### src/core/atch_regs.vh
// Constants of the alarm timer command handler.
`ifndef ATCH_REGS_VH
`define ATCH_REGS_VH
`define ATCH_CMD_ALARM_SET   8'hD0
`define ATCH_CMD_TIMER_READ  8'hD4
`define ATCH_CMD_STAMP_READ  8'hD8
`define ATCH_CMD_START_MEAS  8'hE4
`define ATCH_TIME_W          24
`define ATCH_DAY_W           16
`define ATCH_ZERO_TIME       24'h000000
`define ATCH_ZERO_DAY        16'h0000
`define ATCH_TICKS_PER_DAY   24'hFFFFFF
`define ATCH_IDX_W           3
`define ATCH_IDX_ZERO        3'h0
`define ATCH_IDX_ONE         3'h1
`define ATCH_ARG_LAST        3'h2
`define ATCH_TIMER_LAST      3'h3
`define ATCH_STAMP_LAST      3'h6
`endif

### src/core/atch_byte_pick.v
// Byte selector that serialises a response word least-significant byte first.
`timescale 1ns/1ns
`default_nettype none
`include "atch_regs.vh"
module atch_byte_pick (
   input  wire [55:0] word,
   input  wire [2:0]  idx,
   output reg  [7:0]  byte_out
);
   // Selects byte idx of the word; byte 0 is the lowest.
   always @* begin
      byte_out = word[idx*8 +: 8];
   end
endmodule
`default_nettype wire

### src/core/atch_top.v
// Alarm timer command handler: alarm set, timer read and time-stamp read.
// Behaviour
// - Alarm-set takes three argument bytes, coarse low, coarse high, fine; echo command.
// - Executing alarm-set clears running timer and day count.
// - After alarm-set, timer tasks stay off until start-measurement arrives.
// - Timer-read returns coarse low, coarse high, fine, then command echo.
// - Stamp-read first returns stamp one: coarse low, coarse high, fine.
// - Stamp-read then returns stamp two likewise, ending with command echo.
//
// Operating notes
// Command and argument bytes arrive as single-cycle strobes from the link receiver.
// Bytes that arrive while a reply is streaming are dropped, so the host must wait.
// Unknown command codes are ignored and produce no reply.
// The timer-read reply is a snapshot taken when the command byte arrives.
// Stamp events come from pins and pass two flip-flops before they are used.
// Stamps latch only while the timer runs; alarm-set leaves them untouched.
// The timer rolls over into the day count after its largest value.
// The alarm flag is a one-cycle pulse, one cycle after the timer meets the alarm.
`timescale 1ns/1ns
`default_nettype none
`include "atch_regs.vh"
module atch_top (
   input  wire        clk,
   input  wire        rst,
   input  wire        rx_valid,
   input  wire [7:0]  rx_byte,
   input  wire        tx_ready,
   input  wire        stamp_a_evt,
   input  wire        stamp_b_evt,
   output reg         tx_valid,
   output reg  [7:0]  tx_byte,
   output reg         timer_run,
   output reg  [23:0] alarm_time,
   output reg  [15:0] day_count,
   output reg         alarm_hit
);
   // ----------------------------------------
   // State codes
   // ----------------------------------------
   localparam [1:0] ST_IDLE = 2'h0;
   localparam [1:0] ST_ARGS = 2'h1;
   localparam [1:0] ST_SEND = 2'h2;

   reg [1:0]  state;
   reg [2:0]  idx;
   reg [2:0]  last_idx;
   reg [7:0]  cmd;
   reg [23:0] timer;
   reg [23:0] stamp_a;
   reg [23:0] stamp_b;
   reg [23:0] arg_buf;
   reg [55:0] resp;
   wire [7:0] pick;

   // ----------------------------------------
   // Command decoding
   // ----------------------------------------
   // Index of the last reply byte of a read command; zero for all others.
   function [2:0] reply_last;
      input [7:0] code;
      begin
         case (code)
            `ATCH_CMD_TIMER_READ: reply_last = `ATCH_TIMER_LAST;
            `ATCH_CMD_STAMP_READ: reply_last = `ATCH_STAMP_LAST;
            default:              reply_last = `ATCH_IDX_ZERO;
         endcase
      end
   endfunction

   // ----------------------------------------
   // Event input synchronisers
   // ----------------------------------------
   // Bit 0 carries the first stamp event, bit 1 the second.
   wire [1:0] evt_pin = {stamp_b_evt, stamp_a_evt};
   wire [1:0] evt_sync;
   genvar     g;
   generate
      for (g = 0; g < 2; g = g + 1) begin : g_evt_sync
         reg meta;
         reg sync;
         // Two flip-flops guard the logic against a metastable event pin.
         always @(posedge clk or posedge rst) begin
            if (rst) begin
               meta <= 1'b0;
               sync <= 1'b0;
            end else begin
               meta <= evt_pin[g];
               sync <= meta;
            end
         end
         assign evt_sync[g] = sync;
      end
   endgenerate

   // Response byte picker.
   atch_byte_pick u_pick (
      .word     (resp),
      .idx      (idx),
      .byte_out (pick)
   );

   // ----------------------------------------
   // Command sequencer
   // ----------------------------------------
   // Receives commands and arguments and streams responses.
   always @(posedge clk or posedge rst) begin
      if (rst) begin
         state      <= ST_IDLE;
         idx        <= `ATCH_IDX_ZERO;
         last_idx   <= `ATCH_IDX_ZERO;
         cmd        <= 8'h00;
         arg_buf    <= `ATCH_ZERO_TIME;
         resp       <= 56'h00000000000000;
         tx_valid   <= 1'b0;
         tx_byte    <= 8'h00;
         timer_run  <= 1'b0;
         alarm_time <= `ATCH_ZERO_TIME;
      end else begin
         case (state)
            // Waits for a command byte and decodes it.
            ST_IDLE: begin
               if (rx_valid) begin
                  cmd <= rx_byte;
                  idx <= `ATCH_IDX_ZERO;
                  if (rx_byte == `ATCH_CMD_ALARM_SET) begin
                     state <= ST_ARGS;
                  end else if (rx_byte == `ATCH_CMD_TIMER_READ) begin
                     resp     <= {24'h000000, rx_byte, timer};
                     last_idx <= reply_last(rx_byte);
                     state    <= ST_SEND;
                  end else if (rx_byte == `ATCH_CMD_STAMP_READ) begin
                     resp     <= {rx_byte, stamp_b, stamp_a};
                     last_idx <= reply_last(rx_byte);
                     state    <= ST_SEND;
                  end else if (rx_byte == `ATCH_CMD_START_MEAS) begin
                     timer_run <= 1'b1;
                  end
               end
            end
            // Gathers the three alarm argument bytes.
            ST_ARGS: begin
               if (rx_valid) begin
                  arg_buf[idx*8 +: 8] <= rx_byte;
                  // The third byte completes the command.
                  if (idx == `ATCH_ARG_LAST) begin
                     alarm_time <= {rx_byte, arg_buf[15:0]};
                     timer_run  <= 1'b0;
                     resp       <= {48'h000000000000, cmd};
                     last_idx   <= `ATCH_IDX_ZERO;
                     idx        <= `ATCH_IDX_ZERO;
                     state      <= ST_SEND;
                  end else begin
                     idx <= idx + `ATCH_IDX_ONE;
                  end
               end
            end
            // Presents one reply byte at a time and waits for the host.
            ST_SEND: begin
               if (!tx_valid) begin
                  tx_valid <= 1'b1;
                  tx_byte  <= pick;
               end else if (tx_ready) begin
                  tx_valid <= 1'b0;
                  if (idx == last_idx) begin
                     state <= ST_IDLE;
                  end else begin
                     idx <= idx + `ATCH_IDX_ONE;
                  end
               end
            end
            // Recovers from an illegal state code.
            default: begin
               state <= ST_IDLE;
            end
         endcase
      end
   end

   // ----------------------------------------
   // Timer, day count and stamps
   // ----------------------------------------
   // Flags the cycle in which an alarm-set completes.
   wire set_done = (state == ST_ARGS) && rx_valid && (idx == `ATCH_ARG_LAST);

   // Advances the timer while enabled; alarm-set clears timer and days.
   always @(posedge clk or posedge rst) begin
      if (rst) begin
         timer     <= `ATCH_ZERO_TIME;
         day_count <= `ATCH_ZERO_DAY;
         alarm_hit <= 1'b0;
         stamp_a   <= `ATCH_ZERO_TIME;
         stamp_b   <= `ATCH_ZERO_TIME;
      end else begin
         if (set_done) begin
            timer     <= `ATCH_ZERO_TIME;
            day_count <= `ATCH_ZERO_DAY;
            alarm_hit <= 1'b0;
         end else if (timer_run) begin
            // Rolls the timer into the day count at its top value.
            if (timer == `ATCH_TICKS_PER_DAY) begin
               timer     <= `ATCH_ZERO_TIME;
               day_count <= day_count + 16'h0001;
            end else begin
               timer <= timer + 24'h000001;
            end
            // The alarm pulse compares the value before this tick.
            alarm_hit <= (timer == alarm_time);
         end else begin
            alarm_hit <= 1'b0;
         end
         // Latches event stamps while measuring.
         if (timer_run && evt_sync[0]) begin
            stamp_a <= timer;
         end
         // The second stamp latches in the same way.
         if (timer_run && evt_sync[1]) begin
            stamp_b <= timer;
         end
      end
   end
endmodule
`default_nettype wire

### config.mk
export PLATFORM = sky130hd
export DESIGN_NAME = atch_top
export DESIGN_NICKNAME = d
export VERILOG_FILES = /design/src/core/atch_byte_pick.v /design/src/core/atch_top.v
export VERILOG_INCLUDE_DIRS = /design/src /design/src/core
export SDC_FILE = /design/constraint.sdc
export NUM_CORES = 1
export LEC_CHECK = 0
export BUFFER_PORTS_ARGS = -buffer_cell sky130_fd_sc_hd__buf_2
export CAP_MARGIN = 20
export CORE_ASPECT_RATIO = 0.75
export CORE_MARGIN = 4
export CORE_UTILIZATION = 40
export DETAILED_ROUTE_END_ITERATION = 8
export GPL_TIMING_DRIVEN = 0
export PLACE_DENSITY = 0.55
export SLEW_MARGIN = 20
export SYNTH_ARGS = -nofsm -noshare
export SYNTH_HDL_FRONTEND = slang
export SYNTH_SLANG_ARGS = --single-unit
### constraint.sdc
create_clock -name clk -period 15 [get_ports clk]
set_clock_uncertainty 0.05 [all_clocks]
set_input_delay 3 -clock clk [delete_from_list [all_inputs] [get_ports clk]]
set_output_delay 3 -clock clk [all_outputs]
set_load 0.02 [all_outputs]
==> flow_summary_export.csv <==
group,metric,value,unit
flow_run,maxCapViolations,0,
grt,grt-busiest-layer,"met1",
setup_path,worst-path-buf-inv,4,
placement,dpl_cell_area,10800,um^2
run_status,status,"complete, no violations",
timing,setup_tns,0,ns
grt,grt_pass1_wl,43900,um
power_and_ir_drop,vdd_drop_max,0.0000839,V
logic_synthesis,yosysMostFrequentCell,"dfrtp_1",
placement,dpl.cell_count,1354,
setup_path,max_stage_delay,0.45,ns
route,drt_first_pass_iters,5,
layout,n_fill_cell,2335,
cts,cts_hold_buf,0,
setup_path,cpMaxStageDelayCell,"clkbuf_1",
floorplanning,coreArea,24300,um^2
route,via_count,7410,
setup_path,end_kind,"flip-flop",
logic_synthesis,synth_ff_type,"dfrtp_1",
layout,final_nets,1072,
placement,place_congestion,0.837,
setup_path,critical_path_required,15.35,ns
grt,grt_max_degree,95,
cts,postCtsSetupBuffers,0,
logic_synthesis,syn_area_per_cell,10.5,um^2
layout,area_delta_synth_final,15.2,%
timing,setup_violations,0,
setup_path,regToRegSetupSlack,11.57,ns
grt,gr-usage-met3,3.77,%
logic_synthesis,synth_top_area_share,53.5,%
floorplanning,die_x,191,um
grt,grt_use_met1,32.5,%
logic_synthesis,synth_top_area_cell,"dfrtp_1",
logic_synthesis,synth_edf_count,0,
route,drt.antenna.violating_nets,0,
layout,antenna_cells,0,
cts,ctsResizeCount,0,
cts,cts_root_buf,"clkbuf_16",
floorplanning,num_rows,49,
setup_path,path_class,"input port to flip-flop",
min_path,hold_path_depth,0,
logic_synthesis,syn_inst,960,
timing,slew_viol_final,0,
grt,grt_overflow,0,
floorplanning,die_area,27800,um^2
floorplanning,die_y,145,um
route,drtIter0Drc,585,
timing,worstMarginPinSlew,1.08,ns
layout,drive_gt1_share,20.0,%
logic_synthesis,syn_area,10100,um^2
setup_path,crit_family,"buffers and inverters",
setup_path,path_max_fanout,10,
placement,dp_hpwl,19900,um
setup_path,r2r_cells,8,
cts,cts_num_sinks,215,
timing,rsz0062_at_grt,"false",
min_path,worstHoldEndpoint,"g_evt_sync[0].sync",
setup_path,r2r_start,"idx[1]",
logic_synthesis,synthTopCellsByArea,"dfrtp_1, mux2_2, nand2_1",
timing,hold_viol,0,
logic_synthesis,ys_warn_count,0,
timing,fin_crit_sh,31.9,%
cts,clock_path_buffers,3,
timing,slew_headroom,27.3,%
setup_path,crit_chain,"buf_2, and4bb_2, nand3_1, a211o_1, clkbuf_1, buf_2, clkbuf_1, nand2_1, o31ai_1",
setup_path,crit_path_start_kind,"input port",
grt,use_met2,28.6,%
cts,insertion_delay,0.51,ns
route,via_per_inst,5.32,
layout,design_area,11600,um^2
timing,finalCriticalPeriod,4.78,ns
power_and_ir_drop,p_leak,5.44,nW
setup_path,worstPathArrival,5.13,ns
route,drc,0,
grt,antenna_found_initial,0,
min_path,hold_path.class,"flip-flop to flip-flop",
logic_synthesis,yosysSeqAreaShare,53.5,%
logic_synthesis,ys_seq_elements,215,
route,routed_wl,27800,um
logic_synthesis,ys_types,54,
cts,clk_pin_slew,0.06,ns
layout,fin_cells,1394,
floorplanning,ios,65,
route,routedWlPerCell,20.0,um
placement,portBuffers,61,
power_and_ir_drop,total_power,1.82,mW
cts,cts_tree,"built",
min_path,min_from,"g_evt_sync[0].meta",
logic_synthesis,async_reset_ff_share,100,%
cts,htree_levels,1,
setup_path,r2r_end,"arg_buf[0]",
floorplanning,start_util,41.3,%
grt,grt_pass1_vias,7351,
logic_synthesis,syn_nets,984,
cts,numCtsBuffers,23,
timing,max_freq,209,MHz
grt,grt_usage,20.2,%
power_and_ir_drop,cellPowerDensity,157,nW/um^2
logic_synthesis,yosys-top-cells-count,"dfrtp_1, nand2_1, mux2_2",
-- cells in the final DEF, fill, tap and decap left out, types with 3 or more instances in the layout --
master,count
a21o_1,3
a21oi_1,19
a221o_1,8
and2_1,5
and3_1,5
buf_1,5
buf_2,77
clkbuf_1,51
clkbuf_16,23
clkbuf_8,7
clkinv_2,4
dfrtp_1,215
ha_1,10
inv_1,11
mux2_2,77
mux2i_1,23
mux4_2,8
nand2_1,200
nand2b_1,3
nand3_1,26
nand4_1,16
nor2_1,43
nor3_1,12
nor4_1,12
o21ai_0,71
o31ai_1,24
or3_1,9
or4_1,5
xnor2_1,18
xor2_1,32
-- kinds of logic (layout without fill, tap and decap cells) --
kind of cell	count (synthesis)	count (layout)	synth area share (%)
mux	108	108	12.7
xor+xnor	50	50	4.35
compound gates	140	140	8.47
fa+ha+maj	10	10	1.24
flops	215	215	53.5
simple gates	354	354	16.3
buf+inv	83	186	3.38
-- sequential cells by signal (all words and copies together), names as in the netlist --
register,count
last_idx,3
alarm_time,24
resp,56
state,2
tx_valid,1
g_evt_sync.sync,2
day_count,16
stamp_b,24
alarm_hit,1
tx_byte,8
g_evt_sync.meta,2
timer,24
timer_run,1
cmd,8
arg_buf,16
stamp_a,24
idx,3
-- metal layers --
layer,vias up,wire [um]
met5,-,0
met4,0,476
met3,37,1770
met2,201,11600
met1,3678,14000
li1,3494,-
-- final cells by class --
type                       count  area [um^2]  share of cell area, %
multi-input combinational    662         4340                   37.4
clock inverter                 6         58.8                  0.508
clock buffer                  34          687                   5.93
inverter                      12         52.6                  0.454
timing repair buffer          63          360                   3.11
tap                          331          414                   3.58
sequential                   215         5380                   46.4
buffer                        71          295                   2.55
-- how the worst max path moves through the flow --
| stage | startpoint | endpoint | slack (ns) | cells after the start |
|---|---|---|---|---|
| floorplan | rst | alarm_hit | 6.07 | 1 |
| global placement | rst | day_count[6] | 3.28 | 2 |
| detailed placement | rx_byte[0] | resp[12] | 9.77 | 9 |
| CTS | rx_byte[0] | resp[13] | 10.27 | 9 |
| global route | rx_byte[0] | resp[9] | 10.09 | 9 |
| finish | rx_byte[0] | resp[13] | 10.22 | 9 |
-- power breakdown --
group	leakage, nW	switching, mW	internal [mW]
Sequential	2.75	0.0680	0.694
Clock	0.373	0.232	0.333
Combinational	2.32	0.296	0.193
Total	5.44	0.596	1.22
-- metrics by stage --
stage / worst slack [ns] / util, % / hold WS, ns
after floorplan: 6.07 / - / 0.281
after detailed placement: 9.77 / 44.5 / 0.287
after global routing: 10.09 / 47.6 / 0.310
after CTS: 10.27 / 47.6 / 0.303
final: 10.22 / 47.6 / 0.303
after global placement: 3.28 / 44.3 / 0.283
Power figures use the tool's default switching activity.
